### src/hw/sfc_defs.svh
// constants for the shift, flag and control execution block
`ifndef SFC_DEFS_SVH
`define SFC_DEFS_SVH

// status register bit positions
`define SFC_FLAG_C     3'd0
`define SFC_FLAG_Z     3'd1
`define SFC_FLAG_N     3'd2
`define SFC_FLAG_V     3'd3
`define SFC_FLAG_S     3'd4
`define SFC_FLAG_H     3'd5
`define SFC_FLAG_T     3'd6
`define SFC_FLAG_I     3'd7

// reset values
`define SFC_STATUS_REGISTER_RST   8'h00
`define SFC_CTRL_RST   8'h01
`define SFC_RESULT_RST 8'h00

// bus register byte offsets
`define SFC_ADR_CTRL   8'h00
`define SFC_ADR_STATUS_REGISTER   8'h04
`define SFC_ADR_RESULT 8'h08
`define SFC_ADR_STATE  8'h0c

// control register fields
`define SFC_CTRL_EN     0
`define SFC_CTRL_RESUME 1

// state register fields
`define SFC_STATE_HALT  0
`define SFC_STATE_SLEEP 1

`endif

### src/hw/sfc_pkg.sv
// types for the shift, flag and control execution block
package sfc_pkg;

   // operation codes delivered by the instruction decoder
   typedef enum logic [3:0] {
      nop_op                 = 4'h0,
      logical_shift_right_op = 4'h1,
      rotate_left_carry_op   = 4'h2,
      rotate_right_carry_op  = 4'h3,
      arith_shift_right_op   = 4'h4,
      bit_to_transfer_op     = 4'h5,
      transfer_to_bit_op     = 4'h6,
      overflow_set_op        = 4'h7,
      overflow_clear_op      = 4'h8,
      half_carry_set_op      = 4'h9,
      half_carry_clear_op    = 4'ha,
      signed_flag_set_op     = 4'hb,
      signed_flag_clear_op   = 4'hc,
      sleep_op               = 4'hd,
      watchdog_restart_op    = 4'he,
      break_op               = 4'hf
   } sfc_op_t;

   // execution state, one-hot
   typedef enum logic [1:0] {
      sfc_run  = 2'b01,
      sfc_halt = 2'b10
   } sfc_state_t;

endpackage

### src/hw/sfc_shift_unit.sv
// single-bit shift and rotate datapath with its flag results
`timescale 1ns/1ps
`default_nettype none

module sfc_shift_unit (
   input  wire sfc_pkg::sfc_op_t op_i,
   input  wire logic [7:0]       operand_i,
   input  wire logic             carry_i,
   output logic [7:0]            res_o,
   output logic                  c_o,
   output logic                  z_o,
   output logic                  n_o,
   output logic                  v_o
);

   // ---------------------------------------------------------------
   // datapath
   // ---------------------------------------------------------------
   // shift result and new carry; other ops pass the operand through
   always_comb begin
      res_o = operand_i;
      c_o   = carry_i;
      case (op_i)
         sfc_pkg::logical_shift_right_op: begin
            res_o = {1'b0, operand_i[7:1]};
            c_o   = operand_i[0];
         end
         sfc_pkg::rotate_left_carry_op: begin
            res_o = {operand_i[6:0], carry_i};
            c_o   = operand_i[7];
         end
         sfc_pkg::rotate_right_carry_op: begin
            res_o = {carry_i, operand_i[7:1]};
            c_o   = operand_i[0];
         end
         sfc_pkg::arith_shift_right_op: begin
            res_o = {operand_i[7], operand_i[7:1]}; // sign bit stays
            c_o   = operand_i[0];
         end
         default: begin
            res_o = operand_i;
            c_o   = carry_i;
         end
      endcase
   end

   // zero, negative and overflow from the shifted value
   assign z_o = (res_o == 8'h00);
   assign n_o = res_o[7];
   assign v_o = res_o[7] ^ c_o;

endmodule // sfc_shift_unit

`default_nettype wire

### src/hw/sfc_flag_unit.sv
// status register next value and transfer-bit insertion
`timescale 1ns/1ps
`default_nettype none
`include "sfc_defs.svh"

module sfc_flag_unit (
   input  wire sfc_pkg::sfc_op_t op_i,
   input  wire logic [7:0]       status_register_i,
   input  wire logic [7:0]       operand_i,
   input  wire logic [2:0]       bit_sel_i,
   input  wire logic             sh_c_i,
   input  wire logic             sh_z_i,
   input  wire logic             sh_n_i,
   input  wire logic             sh_v_i,
   output logic [7:0]            status_register_o,
   output logic [7:0]            bit_res_o
);

   // ---------------------------------------------------------------
   // next status value
   // ---------------------------------------------------------------
   // each op touches only its own flags
   always_comb begin
      status_register_o    = status_register_i;
      bit_res_o = operand_i;
      case (op_i)
         sfc_pkg::logical_shift_right_op,
         sfc_pkg::rotate_left_carry_op,
         sfc_pkg::rotate_right_carry_op,
         sfc_pkg::arith_shift_right_op: begin
            status_register_o[`SFC_FLAG_C] = sh_c_i;
            status_register_o[`SFC_FLAG_Z] = sh_z_i;
            status_register_o[`SFC_FLAG_N] = sh_n_i;
            status_register_o[`SFC_FLAG_V] = sh_v_i;
         end
         sfc_pkg::bit_to_transfer_op:   status_register_o[`SFC_FLAG_T] = operand_i[bit_sel_i];
         sfc_pkg::transfer_to_bit_op:   bit_res_o[bit_sel_i] = status_register_i[`SFC_FLAG_T];
         sfc_pkg::overflow_set_op:      status_register_o[`SFC_FLAG_V] = 1'b1;
         sfc_pkg::overflow_clear_op:    status_register_o[`SFC_FLAG_V] = 1'b0;
         sfc_pkg::half_carry_set_op:    status_register_o[`SFC_FLAG_H] = 1'b1;
         sfc_pkg::half_carry_clear_op:  status_register_o[`SFC_FLAG_H] = 1'b0;
         sfc_pkg::signed_flag_set_op:   status_register_o[`SFC_FLAG_S] = 1'b1;
         sfc_pkg::signed_flag_clear_op: status_register_o[`SFC_FLAG_S] = 1'b0;
         default: begin
            status_register_o    = status_register_i;
            bit_res_o = operand_i;
         end
      endcase
   end

endmodule // sfc_flag_unit

`default_nettype wire

### src/hw/sfc_exec.sv
// shift, flag and control execution block with wishbone register access
`timescale 1ns/1ps
`default_nettype none
`include "sfc_defs.svh"

// Function
// - logical right shift, zero into bit 7
// - rotate left through carry, one clock
// - rotate right through carry, one clock
// - arithmetic right shift keeps sign bit
// - selected source bit copied into transfer flag
// - transfer flag written into selected bit
// - set or clear overflow flag only
// - set or clear half-carry flag only
// - set or clear signed-test flag only
// - sleep request, status flags untouched
// - watchdog restart pulse, flags untouched
// - break hands control to debug logic
module sfc_exec (
   input  wire logic             clk_i,
   input  wire logic             rst_i,
   input  wire logic             ce_i,
   // decoder side
   input  wire logic             op_valid_i,
   input  wire sfc_pkg::sfc_op_t op_i,
   input  wire logic [7:0]       operand_i,
   input  wire logic [2:0]       bit_sel_i,
   input  wire logic             resume_i,
   output logic [7:0]            result_o,
   output logic                  result_we_o,
   output logic [7:0]            status_register_o,
   output logic                  sleep_req_o,
   output logic                  wdt_restart_o,
   output logic                  debug_break_o,
   output logic                  busy_o,
   // wishbone slave
   input  wire logic             wb_cyc_i,
   input  wire logic             wb_stb_i,
   input  wire logic             wb_we_i,
   input  wire logic [7:0]       wb_adr_i,
   input  wire logic [3:0]       wb_sel_i,
   input  wire logic [31:0]      wb_dat_i,
   output logic [31:0]           wb_dat_o,
   output logic                  wb_ack_o
);

   // ---------------------------------------------------------------
   // declarations
   // ---------------------------------------------------------------
   sfc_pkg::sfc_state_t state_r;
   sfc_pkg::sfc_state_t state_nxt;
   logic [7:0]          status_register_r;
   logic [7:0]          result_r;
   logic                result_we_r;
   logic                sleep_req_r;
   logic                wdt_restart_r;
   logic [7:0]          ctrl_r;
   logic                sleeping_r;
   logic                ack_r;
   logic [31:0]         rdata_r;
   logic [7:0]          sh_res;
   logic                sh_c;
   logic                sh_z;
   logic                sh_n;
   logic                sh_v;
   logic [7:0]          flag_nxt;
   logic [7:0]          bit_res;
   logic                accept;
   logic                bus_req;
   logic                bus_wr;
   logic                resume_req;

   // true for ops whose result goes back to the register file
   function automatic logic writes_result(input sfc_pkg::sfc_op_t op);
      case (op)
         sfc_pkg::logical_shift_right_op,
         sfc_pkg::rotate_left_carry_op,
         sfc_pkg::rotate_right_carry_op,
         sfc_pkg::arith_shift_right_op,
         sfc_pkg::transfer_to_bit_op: writes_result = 1'b1;
         default:                     writes_result = 1'b0;
      endcase
   endfunction

   // true for the four shift and rotate ops
   function automatic logic is_shift(input sfc_pkg::sfc_op_t op);
      case (op)
         sfc_pkg::logical_shift_right_op,
         sfc_pkg::rotate_left_carry_op,
         sfc_pkg::rotate_right_carry_op,
         sfc_pkg::arith_shift_right_op: is_shift = 1'b1;
         default:                       is_shift = 1'b0;
      endcase
   endfunction

   // ---------------------------------------------------------------
   // datapath units
   // ---------------------------------------------------------------
   sfc_shift_unit u_shift (
      .op_i      (op_i),
      .operand_i (operand_i),
      .carry_i   (status_register_r[`SFC_FLAG_C]),
      .res_o     (sh_res),
      .c_o       (sh_c),
      .z_o       (sh_z),
      .n_o       (sh_n),
      .v_o       (sh_v)
   );

   sfc_flag_unit u_flag (
      .op_i      (op_i),
      .status_register_i    (status_register_r),
      .operand_i (operand_i),
      .bit_sel_i (bit_sel_i),
      .sh_c_i    (sh_c),
      .sh_z_i    (sh_z),
      .sh_n_i    (sh_n),
      .sh_v_i    (sh_v),
      .status_register_o    (flag_nxt),
      .bit_res_o (bit_res)
   );

   // ---------------------------------------------------------------
   // issue control
   // ---------------------------------------------------------------
   // ops are taken only when enabled and not halted by a break
   assign accept     = ce_i & op_valid_i & ctrl_r[`SFC_CTRL_EN] & (state_r == sfc_pkg::sfc_run);
   assign bus_req    = wb_cyc_i & wb_stb_i & ~ack_r;
   assign bus_wr     = bus_req & wb_we_i & wb_sel_i[0];
   assign resume_req = resume_i | (bus_wr & (wb_adr_i == `SFC_ADR_CTRL) & wb_dat_i[`SFC_CTRL_RESUME]);

   // run/halt state machine
   always_comb begin
      state_nxt = state_r;
      case (state_r)
         sfc_pkg::sfc_run: begin
            if (accept && op_i == sfc_pkg::break_op) begin
               state_nxt = sfc_pkg::sfc_halt;
            end
         end
         sfc_pkg::sfc_halt: begin
            if (resume_req) begin
               state_nxt = sfc_pkg::sfc_run;
            end
         end
         default: state_nxt = sfc_pkg::sfc_run;
      endcase
   end

   always_ff @(posedge clk_i) begin
      if (rst_i) begin
         state_r <= sfc_pkg::sfc_run;
      end else if (ce_i) begin
         state_r <= state_nxt;
      end
   end

   // ---------------------------------------------------------------
   // status register
   // ---------------------------------------------------------------
   // the core update wins over a bus write in the same cycle
   always_ff @(posedge clk_i) begin
      if (rst_i) begin
         status_register_r <= `SFC_STATUS_REGISTER_RST;
      end else if (ce_i) begin
         if (accept) begin
            status_register_r <= flag_nxt;
         end else if (bus_wr && wb_adr_i == `SFC_ADR_STATUS_REGISTER) begin
            status_register_r <= wb_dat_i[7:0];
         end
      end
   end

   // ---------------------------------------------------------------
   // result path
   // ---------------------------------------------------------------
   // shifted or bit-inserted value with a one-cycle write strobe
   always_ff @(posedge clk_i) begin
      if (rst_i) begin
         result_r    <= `SFC_RESULT_RST;
         result_we_r <= 1'b0;
      end else if (ce_i) begin
         result_we_r <= accept & writes_result(op_i);
         if (accept && is_shift(op_i)) begin
            result_r <= sh_res;
         end else if (accept && op_i == sfc_pkg::transfer_to_bit_op) begin
            result_r <= bit_res;
         end
      end
   end

   // ---------------------------------------------------------------
   // control pulses
   // ---------------------------------------------------------------
   // sleep and watchdog requests last one cycle each
   always_ff @(posedge clk_i) begin
      if (rst_i) begin
         sleep_req_r   <= 1'b0;
         wdt_restart_r <= 1'b0;
      end else if (ce_i) begin
         sleep_req_r   <= accept & (op_i == sfc_pkg::sleep_op);
         wdt_restart_r <= accept & (op_i == sfc_pkg::watchdog_restart_op);
      end
   end

   // sleep seen flag, set wins over a software clear
   always_ff @(posedge clk_i) begin
      if (rst_i) begin
         sleeping_r <= 1'b0;
      end else if (ce_i) begin
         if (accept && op_i == sfc_pkg::sleep_op) begin
            sleeping_r <= 1'b1;
         end else if (bus_wr && wb_adr_i == `SFC_ADR_STATE && wb_dat_i[`SFC_STATE_SLEEP]) begin
            sleeping_r <= 1'b0; // write one to clear
         end
      end
   end

   // ---------------------------------------------------------------
   // control register and bus slave
   // ---------------------------------------------------------------
   // enable bit; resume bit is a strobe and is not stored
   always_ff @(posedge clk_i) begin
      if (rst_i) begin
         ctrl_r <= `SFC_CTRL_RST;
      end else if (ce_i && bus_wr && wb_adr_i == `SFC_ADR_CTRL) begin
         ctrl_r <= {7'h00, wb_dat_i[`SFC_CTRL_EN]};
      end
   end

   // one wait state; unmapped reads return zero and still acknowledge
   always_ff @(posedge clk_i) begin
      if (rst_i) begin
         ack_r   <= 1'b0;
         rdata_r <= 32'h0000_0000;
      end else if (ce_i) begin
         ack_r <= bus_req;
         case (wb_adr_i)
            `SFC_ADR_CTRL:   rdata_r <= {24'h00_0000, ctrl_r};
            `SFC_ADR_STATUS_REGISTER:   rdata_r <= {24'h00_0000, status_register_r};
            `SFC_ADR_RESULT: rdata_r <= {24'h00_0000, result_r};
            `SFC_ADR_STATE:  rdata_r <= {30'h0000_0000, sleeping_r, state_r == sfc_pkg::sfc_halt};
            default:         rdata_r <= 32'h0000_0000;
         endcase
      end
   end

   // outputs straight from flip-flops
   assign result_o      = result_r;
   assign result_we_o   = result_we_r;
   assign status_register_o        = status_register_r;
   assign sleep_req_o   = sleep_req_r;
   assign wdt_restart_o = wdt_restart_r;
   assign debug_break_o = state_r[1];
   assign busy_o        = state_r[1];
   assign wb_ack_o      = ack_r;
   assign wb_dat_o      = rdata_r;

   // ---------------------------------------------------------------
   // assertions
   // ---------------------------------------------------------------
   a_shr_result: assert property (@(posedge clk_i) disable iff (rst_i)
      accept && op_i == sfc_pkg::logical_shift_right_op |=>
         result_o == {1'b0, $past(operand_i[7:1])} && status_register_o[`SFC_FLAG_C] == $past(operand_i[0]) && result_we_o)
      else $error("logical right shift result wrong");

   a_rotl_result: assert property (@(posedge clk_i) disable iff (rst_i)
      accept && op_i == sfc_pkg::rotate_left_carry_op |=>
         result_o == {$past(operand_i[6:0]), $past(status_register_o[0])} && status_register_o[`SFC_FLAG_C] == $past(operand_i[7]))
      else $error("rotate left result wrong");

   a_rotr_result: assert property (@(posedge clk_i) disable iff (rst_i)
      accept && op_i == sfc_pkg::rotate_right_carry_op |=>
         result_o == {$past(status_register_o[0]), $past(operand_i[7:1])} && status_register_o[`SFC_FLAG_C] == $past(operand_i[0]))
      else $error("rotate right result wrong");

   a_sra_sign: assert property (@(posedge clk_i) disable iff (rst_i)
      accept && op_i == sfc_pkg::arith_shift_right_op |=>
         result_o == {$past(operand_i[7]), $past(operand_i[7:1])})
      else $error("arithmetic shift lost the sign");

   a_bitstore_flag: assert property (@(posedge clk_i) disable iff (rst_i)
      accept && op_i == sfc_pkg::bit_to_transfer_op |=>
         status_register_o[`SFC_FLAG_T] == $past(operand_i[bit_sel_i]) && status_register_o[5:0] == $past(status_register_o[5:0]) && !result_we_o)
      else $error("bit store wrong");

   a_bitload_insert: assert property (@(posedge clk_i) disable iff (rst_i)
      accept && op_i == sfc_pkg::transfer_to_bit_op |=>
         result_o[$past(bit_sel_i)] == $past(status_register_o[`SFC_FLAG_T]) && status_register_o == $past(status_register_o) && result_we_o)
      else $error("bit load wrong");

   a_ovf_force: assert property (@(posedge clk_i) disable iff (rst_i)
      accept && (op_i == sfc_pkg::overflow_set_op || op_i == sfc_pkg::overflow_clear_op) |=>
         status_register_o[`SFC_FLAG_V] == ($past(op_i) == sfc_pkg::overflow_set_op) && status_register_o[2:0] == $past(status_register_o[2:0]))
      else $error("overflow force wrong");

   a_half_force: assert property (@(posedge clk_i) disable iff (rst_i)
      accept && (op_i == sfc_pkg::half_carry_set_op || op_i == sfc_pkg::half_carry_clear_op) |=>
         status_register_o[`SFC_FLAG_H] == ($past(op_i) == sfc_pkg::half_carry_set_op) && status_register_o[4:0] == $past(status_register_o[4:0]))
      else $error("half carry force wrong");

   a_sign_force: assert property (@(posedge clk_i) disable iff (rst_i)
      accept && (op_i == sfc_pkg::signed_flag_set_op || op_i == sfc_pkg::signed_flag_clear_op) |=>
         status_register_o[`SFC_FLAG_S] == ($past(op_i) == sfc_pkg::signed_flag_set_op) && status_register_o[3:0] == $past(status_register_o[3:0]))
      else $error("signed flag force wrong");

   a_sleep_pulse: assert property (@(posedge clk_i) disable iff (rst_i)
      accept && op_i == sfc_pkg::sleep_op |=> sleep_req_o && status_register_o == $past(status_register_o))
      else $error("sleep request missing");

   a_wdt_pulse: assert property (@(posedge clk_i) disable iff (rst_i)
      accept && op_i == sfc_pkg::watchdog_restart_op |=> wdt_restart_o && status_register_o == $past(status_register_o))
      else $error("watchdog restart missing");

   a_break_halt: assert property (@(posedge clk_i) disable iff (rst_i)
      accept && op_i == sfc_pkg::break_op |=> debug_break_o ##1 (!result_we_o && !sleep_req_o))
      else $error("break did not halt");

   a_shift_flags: assert property (@(posedge clk_i) disable iff (rst_i)
      accept && is_shift(op_i) |=>
         status_register_o[`SFC_FLAG_Z] == (result_o == 8'h00) && status_register_o[`SFC_FLAG_N] == result_o[7]
         && status_register_o[`SFC_FLAG_V] == (result_o[7] ^ status_register_o[`SFC_FLAG_C]))
      else $error("shift flags wrong");

endmodule // sfc_exec

`default_nettype wire

### config.mk
export PLATFORM = sky130hd
export DESIGN_NAME = sfc_exec
export DESIGN_NICKNAME = d
export VERILOG_FILES = /design/src/hw/sfc_pkg.sv /design/src/hw/sfc_shift_unit.sv /design/src/hw/sfc_flag_unit.sv /design/src/hw/sfc_exec.sv
export VERILOG_INCLUDE_DIRS = /design/src /design/src/hw
export SDC_FILE = /design/constraint.sdc
export NUM_CORES = 1
export LEC_CHECK = 0
export BUFFER_PORTS_ARGS = -buffer_cell sky130_fd_sc_hd__buf_2
export CORE_ASPECT_RATIO = 0.9
export CORE_MARGIN = 2
export CORE_UTILIZATION = 40
export CTS_CLUSTER_SIZE = 20
export DETAILED_ROUTE_END_ITERATION = 8
export GPL_TIMING_DRIVEN = 0
export PLACE_DENSITY = 0.74
export REMOVE_ABC_BUFFERS = 1
export SYNTH_ARGS = -nofsm -noshare
export SYNTH_HDL_FRONTEND = slang
export SYNTH_SLANG_ARGS = --single-unit
### constraint.sdc
create_clock -name clk_i -period 2.4 [get_ports clk_i]
set_input_delay 0.48 -clock clk_i [delete_from_list [all_inputs] [get_ports clk_i]]
set_output_delay 0.48 -clock clk_i [all_outputs]
set_load 0.005 [all_outputs]
==> impl_results.md, run 1 <==
- Setup crit end: status_register_o[1]
- Mean Syn Cell Area: 7.71 um^2
- CP max FO: 25
- Root Driver: clkbuf_8
- Post-synthesis sequential area ratio: 25.2%
- Nets: 449
- Initial Util: 41.4%
- Post-Synthesis Cells: 330
- Vias in the first global route: 2346
- Core area: 6150 um^2
- Failing checks: setup timing
- GRT overflow: 0
- Final Critical Period: 2.42 ns
- Tightest Pin Transition: 0.658 ns
- Worst r2r src: state_r[1]
- Starting DRT DRC Count: 110
- Hold Buf Count CTS: 0
- Tightest Hold Check Type: in -> reg
- PnR worst setup slack: -0.0225 ns
- First-pass GRT wire length: 11.7 mm
- Worst EP required: 2.61 ns
- Type of origin of the critical path: input port
- Share of layout cells above drive strength 1: 24.5%
- Chip width: 88.1 um
- Vias per cell: 5.59
- RR Endpoint: status_register_o[1]
- Max-cap violations: 0
- Critical Path Start: op_i[0]
- Setup repair after global routing missed its margin: true
- Final WL: 7.59 mm
- Clk slew on worst S/H paths: 0.07 ns
- Synth top cells by count: nand2_1 (38), dfxtp_1 (32), a21oi_1 (28)
- Final core utilization: 48.1%
- Clock Latency Late Sink: 0.29 ns
- Final Hold Violating Endpoints: 0
- Synth top area cells: dfxtp_1 (25%), buf_4 (8.0%), nand2_1 (5.6%)
- # DRC: 0
- Wire per inst: 16.1 um
- Layout fillers: 642
- Vias: 2626
- Die area: 7010 um^2
- H-tree Lvls: 2
- Worst rel slew slack: 56.1%
- Unique masters post-synth: 60
- Area Growth Syn to Fin: 16.3%
- Placed Cells: 462
- Port Buffers: 69
- Antenna cells: 0
- Async SR Flop Fraction: 0%
- Count leader, synth: nand2_1
- Final Cycle Share: 101%
- Top_reg_cell synth: dfxtp_1
- EDFF count, synth: 0
- Post-synth top area share: 25.2%
- Largest net degree at the start of global routing: 33
- Critical Path Sink Type: flip-flop
- Layout Cells excl Fill: 470
- FF+latch count, synth: 32
- Slew Limit Fails: 0
- Status: complete, but fails checks
- Clock sinks: 32
- Cell Rows: 27
- Synth Warn #: 0
- Tot GR Track Use: 21.1%
- Area leader, netlist: dfxtp_1
- GP Congestion: 0.959
- TritonRoute pass-1 iters: 5
- TritonCTS clock tree: built
- WP data arrival: 2.63 ns
- Max Root-Sink Buffers: 2
- # Post-CTS Setup Buffers: 0
- Flop2flop setup slack: 0.23 ns
- Worst Skew: 0.00891 ns
- Final ANT Viol Nets: 0
- Fmax: 413 MHz
- Final setup vio count: 1
- Power per Cell Area: 455 nW/um^2
- Worst Path Class, Setup: in -> reg
- VDD IR max: 0.295 mV
- Post-DP HPWL: 5.47 mm
- CTS Buf Count: 5
- R2R depth: 6
- Setup TNS: -0.0225 ns
- Die Y: 79.7 um
- Ports: 121
- Cell area after synthesis: 2540 um^2
- Static Leak: 0.00120 uW
- Initial antenna violation count: 0
==> power by group <==
part | leakage [uW] | internal (uW) | switching, uW | total [uW]
clock | 0.0000541 | 307 | 206 | 513
combinational | 0.000888 | 109 | 173 | 282
sequential | 0.000259 | 541 | 9.94 | 551
total | 0.00120 | 958 | 389 | 1350
==> layout make-up <==
class | instances | area, um^2 | share of cell area (%)
tap | 87 | 109 | 3.68
clock buffer | 5 | 68.8 | 2.33
multi-input combinational | 267 | 1700 | 57.6
sequential | 32 | 641 | 21.7
timing repair buffer | 69 | 368 | 12.4
inverter | 7 | 26.3 | 0.888
clock inverter | 3 | 42.5 | 1.44
==> worst min-delay path by stage <==
stage / startpoint / end / cells past startpoint
after floorplan: wb_dat_o[0] / wb_dat_o[0] / 2
after global placement: wb_dat_o[0] / wb_dat_o[0] / 2
final: wb_dat_i[7] / status_register_o[7] / 3
after CTS: wb_dat_i[7] / status_register_o[7] / 3
after global routing: wb_dat_o[0] / wb_dat_o[0] / 2
after detailed placement: wb_dat_o[5] / wb_dat_o[5] / 2
==> metrics by stage <==
step           total power (uW)  worst slack (ns)  hold WS, ns  cell area [um^2]
3_3_place_gp                829            -0.623        0.439              2810
2_1_floorplan               707            -0.118        0.447              2350
5_1_grt                    1400            -0.128        0.487              2960
4_1_cts                    1350            0.0288        0.434              2940
3_5_place_dp                833            -0.644        0.456              2810
6_report                   1350           -0.0225        0.431              2960
==> state kept, by name (all words and copies together) (netlist names) <==
signal / flops
ctrl_r: 1
result_o: 8
result_we_o: 1
sleep_req_o: 1
sleeping_r: 1
state_r: 2
status_register_o: 8
wb_ack_o: 1
wb_dat_o: 8
wdt_restart_o: 1
==> routing by layer <==
| layer | part of all wire, % | track usage [%] | vias to the layer above | wire, um |
|---|---|---|---|---|
| met3 | 6.9 | 4.65 | 14 | 521 |
| met5 | 0 | 0 | - | 0 |
| met2 | 46 | 33.7 | 105 | 3460 |
| li1 | - | - | 1269 | - |
| met1 | 46 | 29.2 | 1238 | 3500 |
| met4 | 1.4 | 4.55 | 0 | 108 |
==> worst max-delay path, stage by stage <==
cell       delay, ns
buf_6           0.15
or4b_4          0.53
o221a_4         0.15
or4b_4          0.49
a2111oi_4       0.33
o2111ai_2       0.22
a221oi_2        0.28
==> logic make-up (layout without fill, tap and decap cells) <==
group	count (synthesis)	in the layout	synth area share [%]
and+or+nand+nor	136	136	28.5
AOI/OAI and AO/OA	90	90	25.7
buffers and inverters	54	84	12.0
DFF	32	32	25.2
muxes	17	17	8.41
other	1	24	0.147
==> timing repair <==
item                                    4_1_cts  5_1_grt
endpoints found under the setup margin        3        2
gates resized for setup                       8        3
pin swaps                                     5        0
==> cells in the final DEF (no fill, tap or decap), types with 4 or more instances in the layout <==
cell type / Yosys / routed
a211o_1: 4 / 4
conb_1: 1 / 24
and2_1: 4 / 4
clkbuf_8: 0 / 5
a22o_1: 8 / 8
nand3_1: 17 / 17
mux2i_1: 9 / 9
nor2b_1: 11 / 11
o21ai_0: 11 / 11
dfxtp_1: 32 / 32
or3_1: 5 / 5
nor2_1: 21 / 20
a21oi_1: 28 / 28
nor3b_1: 4 / 4
nand2_1: 38 / 38
nand3b_1: 5 / 5
buf_2: 1 / 66
nand2b_1: 7 / 7
o221ai_1: 6 / 6
inv_1: 6 / 6
a211oi_1: 4 / 4
No activity file was read; power rests on OpenSTA's default activity.
==> inputs of run 2 (changes only) <==
--- a/config.mk
+++ b/config.mk
@@ -14,6 +14,7 @@
 export DETAILED_ROUTE_END_ITERATION = 8
 export GPL_TIMING_DRIVEN = 0
 export PLACE_DENSITY = 0.74
+export RECOVER_POWER = 25
 export REMOVE_ABC_BUFFERS = 1
 export SYNTH_ARGS = -nofsm -noshare
 export SYNTH_HDL_FRONTEND = slang
==> run 2 against run 1 <==
  * The flow still finishes with violations (setup timing)
  * Cell count did not move
  * Register-to-register slack barely moved
  * Highest routed layer unchanged
  * Combinational power barely moved
  * Power barely moved
  * Sequential share of layout area barely moved
  * Global-route usage did not move
==> impl_results.md, run 2 (synthesis gave the netlist of run 1 again) <==
- CTS Buf Count: 5
- Crit-path most repeated cell: or4b_4
- Cell Rows: 27
- RR Endpoint: status_register_o[1]
- Starting DRT DRC Count: 110
- Fmax: 413 MHz
- GRT overflow: 0
- Ports: 121
- Worst EP required: 2.61 ns
- Tightest Hold Check Type: in -> reg
- Hold path endpoint: status_register_o[7]
- Tot GR Track Use: 21.1%
- Setup TNS: -0.0232 ns
- PnR worst setup slack: -0.0232 ns
- Nets: 449
- DR top layer: met4
- Vias per cell: 5.57
- CP max FO: 25
- Post-DP HPWL: 5.47 mm
- Final setup vio count: 1
- Area occupied by registers: 641 um^2
- Core area: 6150 um^2
- Total net switching power: 388 uW
- Sequential Power Share: 41.0%
- Die Y: 79.7 um
- Worst path max stage delay: 0.53 ns
- Share of layout cells above drive strength 1: 23.2%
- Worst Skew: 0.00840 ns
- TritonCTS clock tree: built
- Status: complete, but fails checks
- Flop2flop setup slack: 0.23 ns
- Chip width: 88.1 um
- Initial antenna violation count: 0
- Clock Latency Late Sink: 0.29 ns
- Cell Chain, Critical Path: buf_6 > or4b_4 > o221a_4 > or4b_4 > a2111oi_4 > o2111ai_2 > a221oi_2
- Port Buffers: 69
- WHS Path Cells: 3
- VDD IR max: 0.295 mV
- Commonest non-fill, non-tap cell in the layout: buf_2
- Final ANT Viol Nets: 0
- Die area: 7010 um^2
- Antenna cells: 0
- Slew Limit Fails: 0
- WP data arrival: 2.63 ns
- Wire per inst: 16.1 um
- R2R depth: 6
- Internal power: 957 uW
- Area Growth Syn to Fin: 16.0%
- GP Congestion: 0.959
- Initial Util: 41.4%
- Static Leak: 0.00118 uW
- Min-delay src: wb_dat_i[7]
- Setup repair after global routing missed its margin: true
- Largest net degree at the start of global routing: 33
- Clock sinks: 32
- Max Root-Sink Buffers: 2
- Combinational share of power: 20.9%
- Metal3 WL: 522 um
- Most frequent cells in the layout: buf_2 (61), nand2_1 (38), dfxtp_1 (32)
- Multi-input gate area: 1700 um^2
- Final Hold Violating Endpoints: 0
- TritonRoute pass-1 iters: 5
- Power per Cell Area: 456 nW/um^2
- Worst rel slew slack: 56.2%
- Final Critical Period: 2.42 ns
- H-tree Lvls: 2
- Worst r2r src: state_r[1]
- Final Cycle Share: 101%
- Layout fillers: 647
- Critical Path Sink Type: flip-flop
- # Post-CTS Setup Buffers: 0
- Met1 wire length: 3.45 mm
- Max-cap violations: 0
- Routed wire length on met2: 3.48 mm
- Worst Path Class, Setup: in -> reg
- Switch share: 28.8%
- Vias in the first global route: 2346
- Root Driver: clkbuf_8
- Slowest-stage cell, CP: or4b_4
- Tightest Pin Transition: 0.658 ns
- First-pass GRT wire length: 11.7 mm
- Dpl ws: -0.644 ns
- Vias: 2619
- Final WL: 7.56 mm
- # DRC: 0
- Type of origin of the critical path: input port
- Failing checks: setup timing
- Clk pwr share: 38.1%
- Final core utilization: 48.0%
- Clk slew on worst S/H paths: 0.07 ns
[run 2: timing repair]
item | 4_1_cts | 5_1_grt
hold buffers | 0 | 0
endpoints found under the setup margin | 3 | 2
resized for setup | 8 | 3
cloned | 0 | 0
pin swaps | 5 | 0
[run 2: power groups by stage]
stage / sequential, uW / combinational, uW / clock, uW
detailed placement: 563 / 269 / 0
global placement: 563 / 266 / 0
CTS: 551 / 275 / 521
global route: 552 / 311 / 539
floorplan: 561 / 145 / 0
finish: 551 / 282 / 512
[run 2: worst max path at each step]
stage                  from  slack [ns]                   end
global placement    op_i[2]       -0.62  status_register_o[1]
detailed placement  op_i[2]       -0.64  status_register_o[1]
CTS                 op_i[1]        0.03  status_register_o[1]
finish              op_i[0]       -0.02  status_register_o[1]
global route        op_i[0]       -0.13  status_register_o[1]
floorplan           op_i[0]       -0.12  status_register_o[1]
[run 2: worst max-delay path, delay by kind of cell]
kind | cells | cell delay (ns)
simple gates | 2 | 1.02
compound gates | 4 | 0.98
buf+inv | 1 | 0.15
[run 2: per-stage QoR]
stage | instances | hold WS (ns) | cell area (um^2) | total power, uW
after floorplan | 306 | 0.447 | 2350 | 707
after global placement | 462 | 0.439 | 2810 | 829
after detailed placement | 462 | 0.456 | 2810 | 833
after CTS | 470 | 0.434 | 2940 | 1350
after global routing | 470 | 0.487 | 2950 | 1400
final | 470 | 0.430 | 2950 | 1350
[run 2: area by class of cell]
type | count | area share, %
Sequential cell | 32 | 21.7
Clock buffer | 5 | 2.33
Inverter | 7 | 0.890
Multi-Input combinational cell | 267 | 57.7
Tap cell | 87 | 3.69
Timing Repair Buffer | 69 | 12.3
Clock inverter | 3 | 1.44
[run 2: metal layers]
metal  vias up  track usage, %
li1       1269               -
met1      1230            29.2
met2       106            33.7
met3        14            4.65
met4         0            4.55
met5         -               0
==> inputs of run 3 (changes only) <==
--- a/config.mk
+++ b/config.mk
@@ -6,6 +6,7 @@
 export SDC_FILE = /design/constraint.sdc
 export NUM_CORES = 1
 export LEC_CHECK = 0
+export ABC_AREA = 1
 export BUFFER_PORTS_ARGS = -buffer_cell sky130_fd_sc_hd__buf_2
 export CORE_ASPECT_RATIO = 0.9
 export CORE_MARGIN = 2
@@ -13,7 +14,7 @@
 export CTS_CLUSTER_SIZE = 20
 export DETAILED_ROUTE_END_ITERATION = 8
 export GPL_TIMING_DRIVEN = 0
-export PLACE_DENSITY = 0.74
+export PLACE_DENSITY = 0.76
 export RECOVER_POWER = 25
 export REMOVE_ABC_BUFFERS = 1
 export SYNTH_ARGS = -nofsm -noshare
==> run 3 against run 2 <==
  * The flow now finishes without violations
  * Sequential power is essentially flat
  * First-iteration DRC count increased by 9.1%
  * Die area shrank 6.9%
  * Cell count increased by 13%
  * Fmax rose by 13%
  * Power shrank 11%
  * Highest routed layer unchanged
  * Via count down 0.46%
  * Largest cell class unchanged
  * Register-to-register slack better by 0.22 ns
  * Non-clock buffer count is the same
  * Wire length decreased by 15%
  * Flip-flop and latch count unchanged
==> impl_results.md, run 3 <==
- Worst Skew: 0.00587 ns
- Clock Latency Late Sink: 0.28 ns
- Initial antenna violation count: 0
- # DRC: 0
- Clock sinks: 32
- Tightest Hold Check Type: reg -> reg
- Buffers & Inverters on Critical Path: 3
- First-pass GRT wire length: 10.9 mm
- Most frequent cells in the layout: nand2_1 (119), buf_2 (67), nor2_1 (42)
- Area Growth Syn to Fin: 15.6%
- Multi-input gate area: 1400 um^2
- CTS Buf Count: 5
- Area leader, netlist: dfxtp_1
- Starting DRT DRC Count: 120
- Critical Path Sink Type: flip-flop
- Worst Path Class, Setup: in -> reg
- Final WL: 6.45 mm
- Top Usage Layer GRT: met2
- Vias in the first global route: 2355
- Clk slew on worst S/H paths: 0.07 ns
- WP data arrival: 2.30 ns
- Post-Synthesis Cells: 399
- Wire per inst: 12.1 um
- Power per Cell Area: 440 nW/um^2
- Die area: 6530 um^2
- Post-DP HPWL: 5.15 mm
- TritonCTS clock tree: built
- Final Critical Period: 2.15 ns
- Final Cycle Share: 89.5%
- Post-synth top area share: 27.1%
- Slowest-stage cell, CP: o21ai_1
- Commonest non-fill, non-tap cell in the layout: nand2_1
- Slew Limit Fails: 0
- Async SR Flop Fraction: 0%
- Antenna cells: 0
- Chip width: 85.0 um
- Count leader, synth: nand2_1
- Tightest Pin Transition: 0.762 ns
- Tot GR Track Use: 20.1%
- Static Leak: 0.00131 uW
- Ports: 121
- Cell area after synthesis: 2360 um^2
- Port Buffers: 69
- Layout fillers: 607
- Final Hold Violating Endpoints: 0
- Flop2flop setup slack: 0.45 ns
- Final setup vio count: 0
- VDD IR max: 0.232 mV
- Area occupied by registers: 641 um^2
- Post-synthesis sequential area ratio: 27.1%
- Synth Warn #: 0
- Root Driver: clkbuf_8
- Type of origin of the critical path: input port
- Vias per cell: 4.89
- Initial Util: 41.5%
- Finished Cell Area: 2730 um^2
- Max-cap violations: 0
- Hold Buf Count CTS: 0
- Status: finished clean
- Mean Syn Cell Area: 5.91 um^2
- Share of layout cells above drive strength 1: 19.2%
- Max Root-Sink Buffers: 2
- Nets: 529
- Vias: 2607
- Largest net degree at the start of global routing: 26
- Setup repair after global routing missed its margin: false
- GRT overflow: 0
- Synth top area cells: dfxtp_1 (27%), nand2_1 (19%), buf_4 (8.6%)
- Placed Cells: 525
- Met2 Usage GRT: 31.6%
- Worst rel slew slack: 48.9%
- FF+latch count, synth: 32
- EDFF count, synth: 0
- CP max FO: 12
- Dpl ws: -0.388 ns
- Cell Chain, Critical Path: buf_2 > inv_1 > nand2_1 > nand2_2 > nand2_2 > o21ai_1 > inv_1 > nand3_1 > a21oi_1
- Met3 usage: 2.91%
- Unique masters post-synth: 29
- PnR worst setup slack: 0.253 ns
- Synth top cells by count: nand2_1 (119), nor2_1 (43), inv_1 (40)
- Largest delay share family, worst path: compound AO/OA/AOI/OAI gates
- Top_reg_cell synth: dfxtp_1
- Final ANT Viol Nets: 0
- Layout Cells excl Fill: 533
- Area post-placement: 2630 um^2
- Routing usage on met1: 27.7%
- Cell Rows: 26
- Worst path max stage delay: 0.65 ns
- Die Y: 76.9 um
- # Post-CTS Setup Buffers: 0
- TritonRoute pass-1 iters: 4
- Worst EP required: 2.55 ns
- Core area: 5690 um^2
- GP Congestion: 0.913
- H-tree Lvls: 2
- Fmax: 466 MHz
run 3: changes by cell type after synthesis, moves of 6 or more:
cell      previous run  this run
inv_1                6        40
nand2b_1             7         0
nor2_1              21        43
mux2i_1              9         0
o21ai_0             11        18
nor2b_1             11         0
nand2_1             38       119
clkbuf_1            19         5
o211ai_1             0         8
o221ai_1             6         0
nand3_1             17        39
a22o_1               8         0
run 3: through the flow:
step | utilization (%) | total power, uW | hold slack [ns] | setup TNS, ns
2_1_floorplan | - | 698 | 0.433 | 0
3_5_place_dp | 46.2 | 799 | 0.455 | -3.90
5_1_grt | 47.9 | 1280 | 0.486 | 0
3_3_place_gp | 46.2 | 796 | 0.452 | -3.65
4_1_cts | 47.9 | 1210 | 0.466 | 0
6_report | 47.9 | 1200 | 0.463 | 0
run 3: where the power goes:
| part | switching (uW) | internal (uW) |
|---|---|---|
| Sequential | 10.6 | 543 |
| Combinational | 156 | 80.8 |
| Clock | 206 | 205 |
| Total | 373 | 828 |
run 3: worst register-to-register path: cells and delay by family (launching register included):
kind | cells | cell delay (ns)
AO/OA/AOI/OAI | 2 | 0.21
buffers and inverters | 3 | 0.45
flip-flops | 1 | 0.34
AND/OR/NAND/NOR | 5 | 0.83
run 3: timing repair:
action / in CTS / in global routing
gates resized for setup: 1 / 1
cloned: 0 / 0
endpoints found under the setup margin: 4 / 3
run 3: cells by family after synthesis:
family	count (synthesis)	share of synthesized area, %
AND/OR/NAND/NOR	218	39.4
buffers and inverters	79	17.3
AO/OA/AOI/OAI	69	16.0
flip-flops	32	27.1
other	1	0.159
run 3: layer usage:
metal / wire length (um) / up-vias
li1: - / 1358
met1: 3000 / 1146
met2: 2880 / 91
met3: 422 / 12
met4: 145 / 0
met5: 0 / -
run 3: final cells by class:
type	instances	share of cell area, %
timing repair buffer	69	12.6
inverter	43	5.91
multi-input combinational	311	51.4
clock inverter	3	0.871
sequential	32	23.5
clock buffer	5	2.52
tap	70	3.21
run 3: path summary, 6_finish.rpt:
| path | from | to | cells past startpoint |
|---|---|---|---|
| min | result_we_o | result_we_o | 2 |
| min reg2reg | result_we_o | result_we_o | 2 |
| max reg2reg | state_r[1] | status_register_o[1] | 10 |
| max | op_i[0] | result_o[3] | 9 |
